**config.mk**
```make
export PLATFORM = sky130hd
export DESIGN_NAME = bac_arbiter
export DESIGN_NICKNAME = d
export VERILOG_FILES = /design/src/bac_pkg.sv /design/src/bac_arbiter.sv
export VERILOG_INCLUDE_DIRS = /design/src
export SDC_FILE = /design/constraint.sdc
export NUM_CORES = 1
export LEC_CHECK = 0
export BUFFER_PORTS_ARGS = -buffer_cell sky130_fd_sc_hd__buf_2
export CAP_MARGIN = 15
export CORE_MARGIN = 2
export CORE_UTILIZATION = 45
export CTS_CLUSTER_SIZE = 30
export DETAILED_ROUTE_END_ITERATION = 7
export GPL_TIMING_DRIVEN = 0
export MAX_ROUTING_LAYER = met4
export PLACE_DENSITY = 0.75
export SETUP_SLACK_MARGIN = 0.1
export SLEW_MARGIN = 20
export SYNTH_ARGS = -nofsm -noshare
export SYNTH_HDL_FRONTEND = slang
export SYNTH_SLANG_ARGS = --single-unit
```
**constraint.sdc**
```tcl
create_clock -name i_clk -period 1.62 [get_ports i_clk]
set_input_delay 0.324 -clock i_clk [delete_from_list [all_inputs] [get_ports i_clk]]
set_output_delay 0.324 -clock i_clk [all_outputs]
set_load 0.01 [all_outputs]
```
**src/bac_map.svh**
```systemverilog
// Register map, field positions, reset values and pin indices for the bus arbiter
`ifndef BAC_MAP_SVH
`define BAC_MAP_SVH
`define BAC_OFF_CTRL 4'h0
`define BAC_OFF_STATUS 4'h4
`define BAC_OFF_CS0_BASE 4'h8
`define BAC_CTRL_BUS_CLEAR_MASK 0
`define BAC_CTRL_LCS 1
`define BAC_CTRL_SAM 2
`define BAC_CTRL_EXTERNAL_MASTER_WAIT 3
`define BAC_CTRL_VGE 4
`define BAC_CTRL_LOW_POWER_ENABLE 5
`define BAC_CTRL_BUS_CLEAR_OUT_USED 6
`define BAC_CTRL_W 7
`define BAC_CTRL_RST 7'h00
`define BAC_CS0_BASE_DIS_RST 16'hc000
`define BAC_CS0_BASE_CORE_RST 16'h0000
`define BAC_ASYNC_WAIT 2'h3
`define BAC_SYNC_WAIT_EXTRA 2'h1
`define BAC_SYNC_WAIT 2'h0
`define BAC_PIN_BR 0
`define BAC_PIN_BG 1
`define BAC_PIN_AS 2
`define BAC_PIN_BERR 3
`define BAC_PIN_HALT 4
`define BAC_PIN_BGACK 5
`define BAC_PIN_BUS_CLEAR_OUT 6
`define BAC_PIN_STRAP 7
`define BAC_NPINS 8
`endif

```
**src/bac_pkg.sv**
```systemverilog
// Types shared by the bus arbiter
package bac_pkg;
  typedef enum logic [2:0] {
    BAC_OWN_NONE,
    BAC_OWN_EXT,
    BAC_OWN_SERIAL_DMA,
    BAC_OWN_INDEPENDENT_DMA,
    BAC_OWN_CARD
  } bac_owner_t;
  typedef enum logic [2:0] {
    BAC_ST_IDLE,
    BAC_ST_CORE_REQ,
    BAC_ST_WAIT_FREE,
    BAC_ST_OWNED,
    BAC_ST_DIS_REQ,
    BAC_ST_DIS_WAIT,
    BAC_ST_DIS_OWN
  } bac_state_t;
endpackage : bac_pkg

```
**src/bac_arbiter.sv**
```systemverilog
// Bus arbiter with disabled-core peripheral mode and Avalon-MM control registers
//
// Design decisions made here: the Avalon-MM register port and the placing of the registers.
`timescale 1ns/1ps
`include "bac_map.svh"
module bac_arbiter (
  input wire logic i_clk,
  input wire logic i_reset_n,
  input wire logic [3:0] i_avs_address,
  input wire logic i_avs_read,
  input wire logic i_avs_write,
  input wire logic [3:0] i_avs_byteenable,
  input wire logic [31:0] i_avs_writedata,
  output logic [31:0] o_avs_readdata,
  output logic o_avs_waitrequest,
  input wire logic i_cpu_disable_strap,
  input wire logic i_br_n,
  output logic o_br_n,
  output logic o_br_oe,
  input wire logic i_bg_n,
  output logic o_bg_n,
  output logic o_bg_oe,
  input wire logic i_as_n,
  input wire logic i_berr_n,
  input wire logic i_halt_n,
  input wire logic i_bgack_n,
  output logic o_bgack_n,
  output logic o_bgack_oe,
  input wire logic i_bus_clear_out_n,
  output logic o_bus_clear_out_n,
  output logic o_bus_clear_out_oe,
  output logic o_core_bus_request,
  input wire logic i_core_bus_grant,
  input wire logic i_interrupt_pending,
  input wire logic i_interrupt_priority_active,
  input wire logic i_core_rmc,
  input wire logic i_serial_dma_req,
  input wire logic i_independent_dma_req,
  input wire logic i_independent_dma_ext_req,
  input wire logic i_card_req,
  output logic o_serial_dma_grant,
  output logic o_independent_dma_grant,
  output logic o_card_grant,
  output logic o_internal_bus_clear,
  input wire logic [2:0] i_irq_level,
  input wire logic i_avec_n,
  input wire logic i_rmc_pin_n,
  input wire logic i_chip_select0_n,
  output logic [2:0] o_shared_pin,
  output logic o_chip_select0_dtack_en,
  output logic [15:0] o_chip_select0_base,
  output logic o_vector_supply,
  output logic o_low_power,
  output logic [1:0] o_access_wait_states,
  output logic o_sync_access_mode,
  output logic o_cpu_disabled
);
  import bac_pkg::*;

  // Pin synchronisers: three stages, a change counts when stages two and three agree
  logic [`BAC_NPINS-1:0] pin_raw;
  logic [`BAC_NPINS-1:0] pin_s1_r;
  logic [`BAC_NPINS-1:0] pin_s2_r;
  logic [`BAC_NPINS-1:0] pin_s3_r;
  logic [`BAC_NPINS-1:0] pin_r;

  assign pin_raw = {i_cpu_disable_strap, i_bus_clear_out_n, i_bgack_n, i_halt_n,
                    i_berr_n, i_as_n, i_bg_n, i_br_n};

  always_ff @(posedge i_clk) begin
    pin_s1_r <= pin_raw;
    pin_s2_r <= pin_s1_r;
    pin_s3_r <= pin_s2_r;
  end

  // Filter runs through reset so the strap and halt pins are seen while reset is low
  always_ff @(posedge i_clk) begin
    for (int k = 0; k < `BAC_NPINS; k++) begin
      if (pin_s2_r[k] == pin_s3_r[k]) begin
        pin_r[k] <= pin_s2_r[k];
      end
    end
  end

  logic br_low;
  logic bg_low;
  logic as_low;
  logic berr_low;
  logic halt_low;
  logic bgack_low;
  logic bus_clear_out_low;
  logic strap_now;

  assign br_low = !pin_r[`BAC_PIN_BR];
  assign bg_low = !pin_r[`BAC_PIN_BG];
  assign as_low = !pin_r[`BAC_PIN_AS];
  assign berr_low = !pin_r[`BAC_PIN_BERR];
  assign halt_low = !pin_r[`BAC_PIN_HALT];
  assign bgack_low = !pin_r[`BAC_PIN_BGACK];
  assign bus_clear_out_low = !pin_r[`BAC_PIN_BUS_CLEAR_OUT];
  assign strap_now = pin_r[`BAC_PIN_STRAP];

  // Strap caught by a clocked process while reset and halt are both asserted
  logic cpu_disabled_r;

  always_ff @(posedge i_clk) begin
    if (!i_reset_n && halt_low) begin
      cpu_disabled_r <= strap_now;
    end else if (!i_reset_n) begin
      cpu_disabled_r <= 1'b0;
    end
  end

  // Control registers
  logic [`BAC_CTRL_W-1:0] ctrl_r;
  logic [15:0] cs0_base_r;
  logic ack_r;
  logic bus_clear_mask;
  logic lcs;
  logic sync_access_mode;
  logic external_master_wait;
  logic vector_gen_enable;
  logic low_power_enable;
  logic bus_clear_out_used;

  assign bus_clear_mask = ctrl_r[`BAC_CTRL_BUS_CLEAR_MASK];
  assign lcs = ctrl_r[`BAC_CTRL_LCS];
  assign sync_access_mode = ctrl_r[`BAC_CTRL_SAM];
  assign external_master_wait = ctrl_r[`BAC_CTRL_EXTERNAL_MASTER_WAIT];
  assign vector_gen_enable = ctrl_r[`BAC_CTRL_VGE];
  assign low_power_enable = ctrl_r[`BAC_CTRL_LOW_POWER_ENABLE];
  assign bus_clear_out_used = ctrl_r[`BAC_CTRL_BUS_CLEAR_OUT_USED];

  logic bus_req;
  logic wr_hit;

  assign bus_req = (i_avs_read || i_avs_write) && !ack_r;
  // Write lands at the edge where waitrequest is sampled low
  assign wr_hit = i_avs_write && ack_r;
  // One wait cycle per access; the answer comes on the second edge
  assign o_avs_waitrequest = (i_avs_read || i_avs_write) && !ack_r;

  always_ff @(posedge i_clk) begin
    if (!i_reset_n) begin
      ack_r <= 1'b0;
    end else begin
      ack_r <= bus_req;
    end
  end

  always_ff @(posedge i_clk) begin
    if (!i_reset_n) begin
      ctrl_r <= `BAC_CTRL_RST;
    end else if (wr_hit && i_avs_address == `BAC_OFF_CTRL && i_avs_byteenable[0]) begin
      ctrl_r <= i_avs_writedata[`BAC_CTRL_W-1:0];
    end
  end

  always_ff @(posedge i_clk) begin
    if (!i_reset_n) begin
      cs0_base_r <= cpu_disabled_r ? `BAC_CS0_BASE_DIS_RST : `BAC_CS0_BASE_CORE_RST;
    end else if (wr_hit && i_avs_address == `BAC_OFF_CS0_BASE) begin
      if (i_avs_byteenable[0]) begin
        cs0_base_r[7:0] <= i_avs_writedata[7:0];
      end
      if (i_avs_byteenable[1]) begin
        cs0_base_r[15:8] <= i_avs_writedata[15:8];
      end
    end
  end

  // Arbitration state
  bac_state_t state_r;
  bac_owner_t owner_r;
  logic ipa_hold_r;
  logic bus_clear_out_assert;
  logic interrupt_pending_eff;

  // Interrupt pending counts only with the mask bit set
  assign interrupt_pending_eff = bus_clear_mask && i_interrupt_pending;

  // Holds the external clear until the priority-active bit drops
  always_ff @(posedge i_clk) begin
    if (!i_reset_n) begin
      ipa_hold_r <= 1'b0;
    end else begin
      ipa_hold_r <= interrupt_pending_eff || (ipa_hold_r && i_interrupt_priority_active);
    end
  end

  function automatic bac_owner_t bac_pick(input logic ext, input logic serial_dma,
                                          input logic independent_dma_int, input logic independent_dma_ext,
                                          input logic card, input logic interrupt_pending,
                                          input logic used);
    bac_owner_t w;
    w = BAC_OWN_NONE;
    if (ext && !used) begin
      w = BAC_OWN_EXT;
    end else if (serial_dma) begin
      w = BAC_OWN_SERIAL_DMA;
    end else if (independent_dma_ext) begin
      w = BAC_OWN_INDEPENDENT_DMA;
    end else if (interrupt_pending) begin
      w = BAC_OWN_NONE;
    end else if (independent_dma_int) begin
      w = BAC_OWN_INDEPENDENT_DMA;
    end else if (card) begin
      w = BAC_OWN_CARD;
    end else if (ext) begin
      w = BAC_OWN_EXT;
    end
    return w;
  endfunction : bac_pick

  logic independent_dma_int_req;
  logic independent_dma_ext_req;
  bac_owner_t pick_core;
  bac_owner_t pick_dis;

  assign independent_dma_int_req = i_independent_dma_req && !i_independent_dma_ext_req;
  assign independent_dma_ext_req = i_independent_dma_req && i_independent_dma_ext_req;
  assign pick_core = bac_pick(br_low, i_serial_dma_req, independent_dma_int_req, independent_dma_ext_req, i_card_req,
                              interrupt_pending_eff, bus_clear_out_used);
  assign pick_dis = bac_pick(1'b0, i_serial_dma_req, independent_dma_int_req, independent_dma_ext_req, i_card_req,
                             1'b0, 1'b0);

  logic bus_free;
  logic lock_hold;
  logic owner_req;

  assign bus_free = !as_low && !bgack_low;
  assign lock_hold = lcs && i_core_rmc;

  always_comb begin
    unique case (owner_r)
      BAC_OWN_EXT: owner_req = br_low;
      BAC_OWN_SERIAL_DMA: owner_req = i_serial_dma_req;
      BAC_OWN_INDEPENDENT_DMA: owner_req = i_independent_dma_req;
      BAC_OWN_CARD: owner_req = i_card_req;
      default: owner_req = 1'b0;
    endcase
  end

  // External master gave the bus back once its acknowledge was seen and released
  logic ext_seen_r;

  always_ff @(posedge i_clk) begin
    if (!i_reset_n) begin
      ext_seen_r <= 1'b0;
    end else if (state_r != BAC_ST_OWNED) begin
      ext_seen_r <= 1'b0;
    end else if (bgack_low) begin
      ext_seen_r <= 1'b1;
    end
  end

  always_ff @(posedge i_clk) begin
    if (!i_reset_n) begin
      state_r <= BAC_ST_IDLE;
      owner_r <= BAC_OWN_NONE;
    end else begin
      unique case (state_r)
        BAC_ST_IDLE: begin
          owner_r <= BAC_OWN_NONE;
          if (cpu_disabled_r && pick_dis != BAC_OWN_NONE) begin
            state_r <= BAC_ST_DIS_REQ;
          end else if (!cpu_disabled_r && pick_core != BAC_OWN_NONE) begin
            state_r <= BAC_ST_CORE_REQ;
          end
        end
        BAC_ST_CORE_REQ: begin
          if (pick_core == BAC_OWN_NONE) begin
            state_r <= BAC_ST_IDLE;
          end else if (i_core_bus_grant && !lock_hold) begin
            state_r <= BAC_ST_WAIT_FREE;
          end
        end
        BAC_ST_WAIT_FREE: begin
          if (pick_core == BAC_OWN_NONE) begin
            state_r <= BAC_ST_IDLE;
          end else if (bus_free) begin
            owner_r <= pick_core;
            state_r <= BAC_ST_OWNED;
          end
        end
        BAC_ST_OWNED: begin
          if (owner_r == BAC_OWN_EXT) begin
            if (ext_seen_r && !bgack_low) begin
              state_r <= BAC_ST_IDLE;
            end else if (!ext_seen_r && !br_low && !bgack_low) begin
              state_r <= BAC_ST_IDLE;
            end
          end else if (!owner_req) begin
            // Serial DMA drops its request after one operand
            state_r <= BAC_ST_IDLE;
          end
        end
        BAC_ST_DIS_REQ: begin
          if (pick_dis == BAC_OWN_NONE) begin
            state_r <= BAC_ST_IDLE;
          end else if (bg_low) begin
            state_r <= BAC_ST_DIS_WAIT;
          end
        end
        BAC_ST_DIS_WAIT: begin
          if (!as_low && !berr_low && !halt_low && !bgack_low) begin
            owner_r <= pick_dis;
            state_r <= (pick_dis == BAC_OWN_NONE) ? BAC_ST_IDLE : BAC_ST_DIS_OWN;
          end
        end
        BAC_ST_DIS_OWN: begin
          if (!owner_req) begin
            state_r <= BAC_ST_IDLE;
          end
        end
      endcase
    end
  end

  logic granted;

  assign granted = (state_r == BAC_ST_OWNED) || (state_r == BAC_ST_DIS_OWN);

  always_ff @(posedge i_clk) begin
    if (!i_reset_n) begin
      o_serial_dma_grant <= 1'b0;
      o_independent_dma_grant <= 1'b0;
      o_card_grant <= 1'b0;
    end else begin
      o_serial_dma_grant <= granted && owner_r == BAC_OWN_SERIAL_DMA;
      o_independent_dma_grant <= granted && owner_r == BAC_OWN_INDEPENDENT_DMA;
      o_card_grant <= granted && owner_r == BAC_OWN_CARD;
    end
  end

  always_ff @(posedge i_clk) begin
    if (!i_reset_n) begin
      o_core_bus_request <= 1'b0;
    end else begin
      o_core_bus_request <= !cpu_disabled_r && pick_core != BAC_OWN_NONE &&
                            (state_r == BAC_ST_IDLE || state_r == BAC_ST_CORE_REQ ||
                             state_r == BAC_ST_WAIT_FREE);
    end
  end

  // Request pin: input with core alive, driven for the DMAs and the card with core disabled
  always_ff @(posedge i_clk) begin
    if (!i_reset_n) begin
      o_br_n <= 1'b1;
      o_br_oe <= 1'b0;
    end else begin
      o_br_oe <= cpu_disabled_r;
      o_br_n <= !(cpu_disabled_r && (state_r == BAC_ST_DIS_REQ || state_r == BAC_ST_DIS_WAIT));
    end
  end

  // Grant pin only answers the external master; internal DMA never touches it
  always_ff @(posedge i_clk) begin
    if (!i_reset_n) begin
      o_bg_n <= 1'b1;
      o_bg_oe <= 1'b0;
    end else begin
      o_bg_oe <= !cpu_disabled_r;
      o_bg_n <= !(state_r == BAC_ST_OWNED && owner_r == BAC_OWN_EXT && br_low);
    end
  end

  // Acknowledge driven only while an internal master owns the bus
  always_ff @(posedge i_clk) begin
    if (!i_reset_n) begin
      o_bgack_n <= 1'b1;
      o_bgack_oe <= 1'b0;
    end else begin
      o_bgack_oe <= granted && owner_r != BAC_OWN_EXT;
      o_bgack_n <= !(granted && owner_r != BAC_OWN_EXT);
    end
  end

  // Bus clear: no core interrupts exist with the core disabled
  assign bus_clear_out_assert = (i_serial_dma_req && !(granted && owner_r == BAC_OWN_INDEPENDENT_DMA)) ||
                       (!cpu_disabled_r && bus_clear_mask && ipa_hold_r);

  always_ff @(posedge i_clk) begin
    if (!i_reset_n) begin
      o_bus_clear_out_n <= 1'b1;
      o_bus_clear_out_oe <= 1'b0;
    end else begin
      o_bus_clear_out_n <= !bus_clear_out_assert;
      // Disabled core: pin shared, driven only while serial DMA asserts it
      o_bus_clear_out_oe <= cpu_disabled_r ? bus_clear_out_assert : 1'b1;
    end
  end

  always_ff @(posedge i_clk) begin
    if (!i_reset_n) begin
      o_internal_bus_clear <= 1'b0;
    end else if (cpu_disabled_r) begin
      o_internal_bus_clear <= bus_clear_out_low || bus_clear_out_assert;
    end else begin
      o_internal_bus_clear <= br_low || (ipa_hold_r && bus_clear_mask && independent_dma_int_req);
    end
  end

  // Shared pins and mode-dependent outputs
  always_ff @(posedge i_clk) begin
    if (!i_reset_n) begin
      o_shared_pin <= 3'h7;
    end else if (cpu_disabled_r) begin
      o_shared_pin <= i_irq_level;
    end else begin
      o_shared_pin <= {i_chip_select0_n, i_rmc_pin_n, i_avec_n};
    end
  end

  always_ff @(posedge i_clk) begin
    if (!i_reset_n) begin
      o_vector_supply <= 1'b0;
      o_low_power <= 1'b0;
      o_access_wait_states <= `BAC_ASYNC_WAIT;
      o_sync_access_mode <= 1'b0;
      o_chip_select0_dtack_en <= 1'b0;
      o_chip_select0_base <= `BAC_CS0_BASE_CORE_RST;
      o_cpu_disabled <= 1'b0;
    end else begin
      o_vector_supply <= !cpu_disabled_r || vector_gen_enable;
      o_low_power <= cpu_disabled_r && low_power_enable;
      o_access_wait_states <= !sync_access_mode ? `BAC_ASYNC_WAIT :
                              (external_master_wait ? `BAC_SYNC_WAIT_EXTRA : `BAC_SYNC_WAIT);
      o_sync_access_mode <= sync_access_mode;
      o_chip_select0_dtack_en <= 1'b1;
      o_chip_select0_base <= cs0_base_r;
      o_cpu_disabled <= cpu_disabled_r;
    end
  end

  // Read data, taken at the edge where waitrequest is still high, ready by the edge where it is low
  always_ff @(posedge i_clk) begin
    if (!i_reset_n) begin
      o_avs_readdata <= 32'h0;
    end else if (i_avs_read && !ack_r) begin
      unique case (i_avs_address)
        `BAC_OFF_CTRL: o_avs_readdata <= {25'h0, ctrl_r};
        `BAC_OFF_STATUS: o_avs_readdata <= {23'h0, state_r, ipa_hold_r,
                                            o_internal_bus_clear, bus_clear_out_assert,
                                            strap_now, cpu_disabled_r, granted};
        `BAC_OFF_CS0_BASE: o_avs_readdata <= {16'h0, cs0_base_r};
        default: o_avs_readdata <= 32'h0;
      endcase
    end
  end

endmodule : bac_arbiter

```
==> flow_metrics.tcl <==
set metrics [dict create \
    violations "negative setup slack" \
    clockBufferDepth 2 \
    reg2regPathDepth 7 \
    p_leak_nw 2.51 \
    peakVddDrop_mv 0.775 \
    crit_buf_inv 2 \
    path_class "reg2reg" \
    cp_max_fo 7 \
    start_util_pct 46.9 \
    multi_input_area_um2 1660 \
    critical-path-max-stage-delay_ns 0.39 \
    drive_above_1_share_pct 33.6 \
    numCtsBuffers 17 \
    status "finished with violations" \
    synth_top_family_by_area "simple AND/OR/NAND/NOR gates" \
    avgSynthCellArea_um2 10.4 \
    tns_ns -0.406 \
    p_per_area_nw_per_um2 1340 \
    portBuffers 103 \
    power.total_mw 7.92 \
    final-hold-violation-count 0 \
    fin_nets 636 \
    grt_pass1_vias 3399 \
    ys_ff_latch 119 \
    fillerInstances 747 \
    grt_antenna_before_repair 0 \
    gp_congestion 0.913 \
    slew_headroom_pct 55.5 \
    core_area_um2 9330 \
    wl_per_cell_um 14.7 \
    syn2layout_area_growth_pct 35.6 \
    yosys.area_share.simple_pct 18.7 \
    worstSetupStartpointType "flop" \
    yosysUniqueCellTypes 51 \
    clk_latency_ns 0.52 \
    overflow 0 \
    register_area_um2 2630 \
    h-tree-depth 4 \
    stdcell_count 712 \
    synthMuxAreaShare_pct 2.98 \
    num_antenna_cells 0 \
    r2r-end "state_r[0]" \
    timing.rr.start "pin_r[0]" \
    tightest_slew_ns 0.665 \
    cp.arrival_ns 2.19 \
    yosysTopAreaCellShare_pct 43.5 \
    ant_nets 0 \
    worst-path-stages 7 \
    drt-initial-drc-count 313 \
    yosysTopAreaCell "dfxtp_1" \
    synth_edf_count 24 \
    finalMaxSlewViolations 0 \
    synth_compound_gate_area_share_pct 10.8 \
    skew_ns 0.00700 \
    cp_top_family "compound AO/OA/AOI/OAI gates" \
    drv_cap 0 \
    post-place-ws_ns -0.498 \
    drc_errors 0 \
    synthAdderAreaFrac_pct 0 \
    rows 35 \
    synth_flop_cell "dfxtp_1" \
    hpwl_um 7210 \
    worstSetupEndpointType "flop" \
    synth_area_um2 4370 \
    grt_pass1_wl_um 16000 \
    synthTopCellsByArea "dfxtp_1, edfxtp_1, and2_1" \
    ys_seq_area_share_pct 60.0 \
    via_per_inst 5.02 \
    worst_slack_ns -0.127 \
    rsz0062_at_grt "true" \
    final.min_clock_period_ns 1.75 \
    grt_max_degree 17 \
    required_ns 2.06 \
    setup_violations 5 \
    crit_chain "buf_4 > o2bb2ai_1 > a211oi_4 > buf_6 > o31a_2 > o211ai_2 > mux2i_1" \
    clk_pin_slew_ns 0.05 \
    die_x_um 103 \
    crit_path_start "pin_r[0]" \
    crit_path_top_delay_cell "edfxtp_1" \
    syn_inst 419 \
    synth_async_sr_flop_share_pct 0 \
    hold_class "in2reg" \
    yosysWarningCount 0 \
    cts_sinks 119 \
    firstDrtPassIters 5 \
    cts_tree "yes" \
    cp-endpoint "state_r[0]" \
    grt_usage_pct 20.7 \
    routed_wl_um 10400 \
    die-area_um2 10500 \
    die_h_um 103 \
    max_freq_ghz 0.572 \
    num_io_pins 138 \
    dp_cells 666 \
    final_common_cell "buf_2" \
    rrSetupSlack_ns -0.13 \
    dr_total_vias 3576 \
    cts-root-buf "clkbuf_8" \
    final_cell_mix "buf_2, dfxtp_1, nand2_1, nor2_1, and2_1" \
    period_share_pct 108 \
    synth_xor_area_share_pct 1.80 \
]
## flip-flops by register name (all words and copies together) (netlist names), 2 cells and up
register              flops
o_access_wait_states      2
pin_r                     8
state_r                   3
o_avs_readdata           16
o_shared_pin              3
pin_s2_r                  8
ctrl_r                    7
pin_s3_r                  8
pin_s1_r                  8
o_chip_select0_base      16
cs0_base_r               16
owner_r                   3
## worst min-delay path, cell delays in order
cell,delay [ns]
buf_2,0.08
mux2i_1,0.05
nand2_1,0.05
## cells in the mapped netlist, drive strengths merged (3+ instances only)
master	count
nor2b	4
a222oi	6
clkbuf	16
edfxtp	24
nor4b	3
buf	24
a21oi	31
nand3b	3
o21ai	11
dfxtp	95
and2	34
nor3	4
nand2b	3
mux2i	13
xnor2	8
nand2	42
inv	6
nand3	16
o31ai	4
a22oi	3
nor2	37
## per-stage QoR
step | hold slack [ns] | util (%) | area (µm²)
floorplan | 0.310 | - | 4470
global placement | 0.311 | 55.2 | 5150
detailed placement | 0.312 | 55.2 | 5150
CTS | 0.0154 | 63.1 | 5890
global route | 0.0165 | 63.6 | 5930
finish | 0.0236 | 63.6 | 5930
## metal layers
| layer | GRT usage [%] | wire, µm |
|---|---|---|
| met1 | 22.3 | 4160 |
| met2 | 34.6 | 5150 |
| met3 | 6.92 | 910 |
| met4 | 9.64 | 223 |
| met5 | - | 0 |
## final cells by class
class                   count  area share, %
multi-input cells         268           28.1
plain buffers              40           4.30
flip-flops and latches    119           44.3
clock inverters            12           1.73
repair buffers            117           10.9
inverters                   7          0.464
clock buffers              20           7.51
well taps                 129           2.72
## kinds of logic after synthesis
logic type	count (synthesis)
buffers and inverters	47
and+or+nand+nor	160
other	1
DFF	119
AOI/OAI and AO/OA	70
xor gates and xnor gates	9
muxes	13
## power breakdown
| part | internal (mW) | switching [mW] |
|---|---|---|
| sequential | 3.21 | 0.0877 |
| combinational | 0.523 | 0.699 |
| clock | 2.10 | 1.29 |
| total | 5.84 | 2.08 |
## what timing repair did
item / CTS / global route
endpoints found under the hold margin: 9 / 0
hold buffers: 9 / 0
pin swaps: 6 / 11
endpoints found under the setup margin: 35 / 26
gates resized for setup: 19 / 18
setup buffers: 4 / 1
## worst min-delay path by stage
stage                      from               to  slack, ns  cells past startpoint
3_5_place_dp        pin_s1_r[2]      pin_s2_r[2]       0.31                      0
4_1_cts        i_chip_select0_n  o_shared_pin[2]       0.02                      3
6_report       i_chip_select0_n  o_shared_pin[2]       0.02                      3
2_1_floorplan       pin_s1_r[0]      pin_s2_r[0]       0.31                      0
3_3_place_gp        pin_s1_r[0]      pin_s2_r[0]       0.31                      0
5_1_grt                i_avec_n  o_shared_pin[0]       0.02                      3
Note: power is estimated with default switching activity, not from simulation.
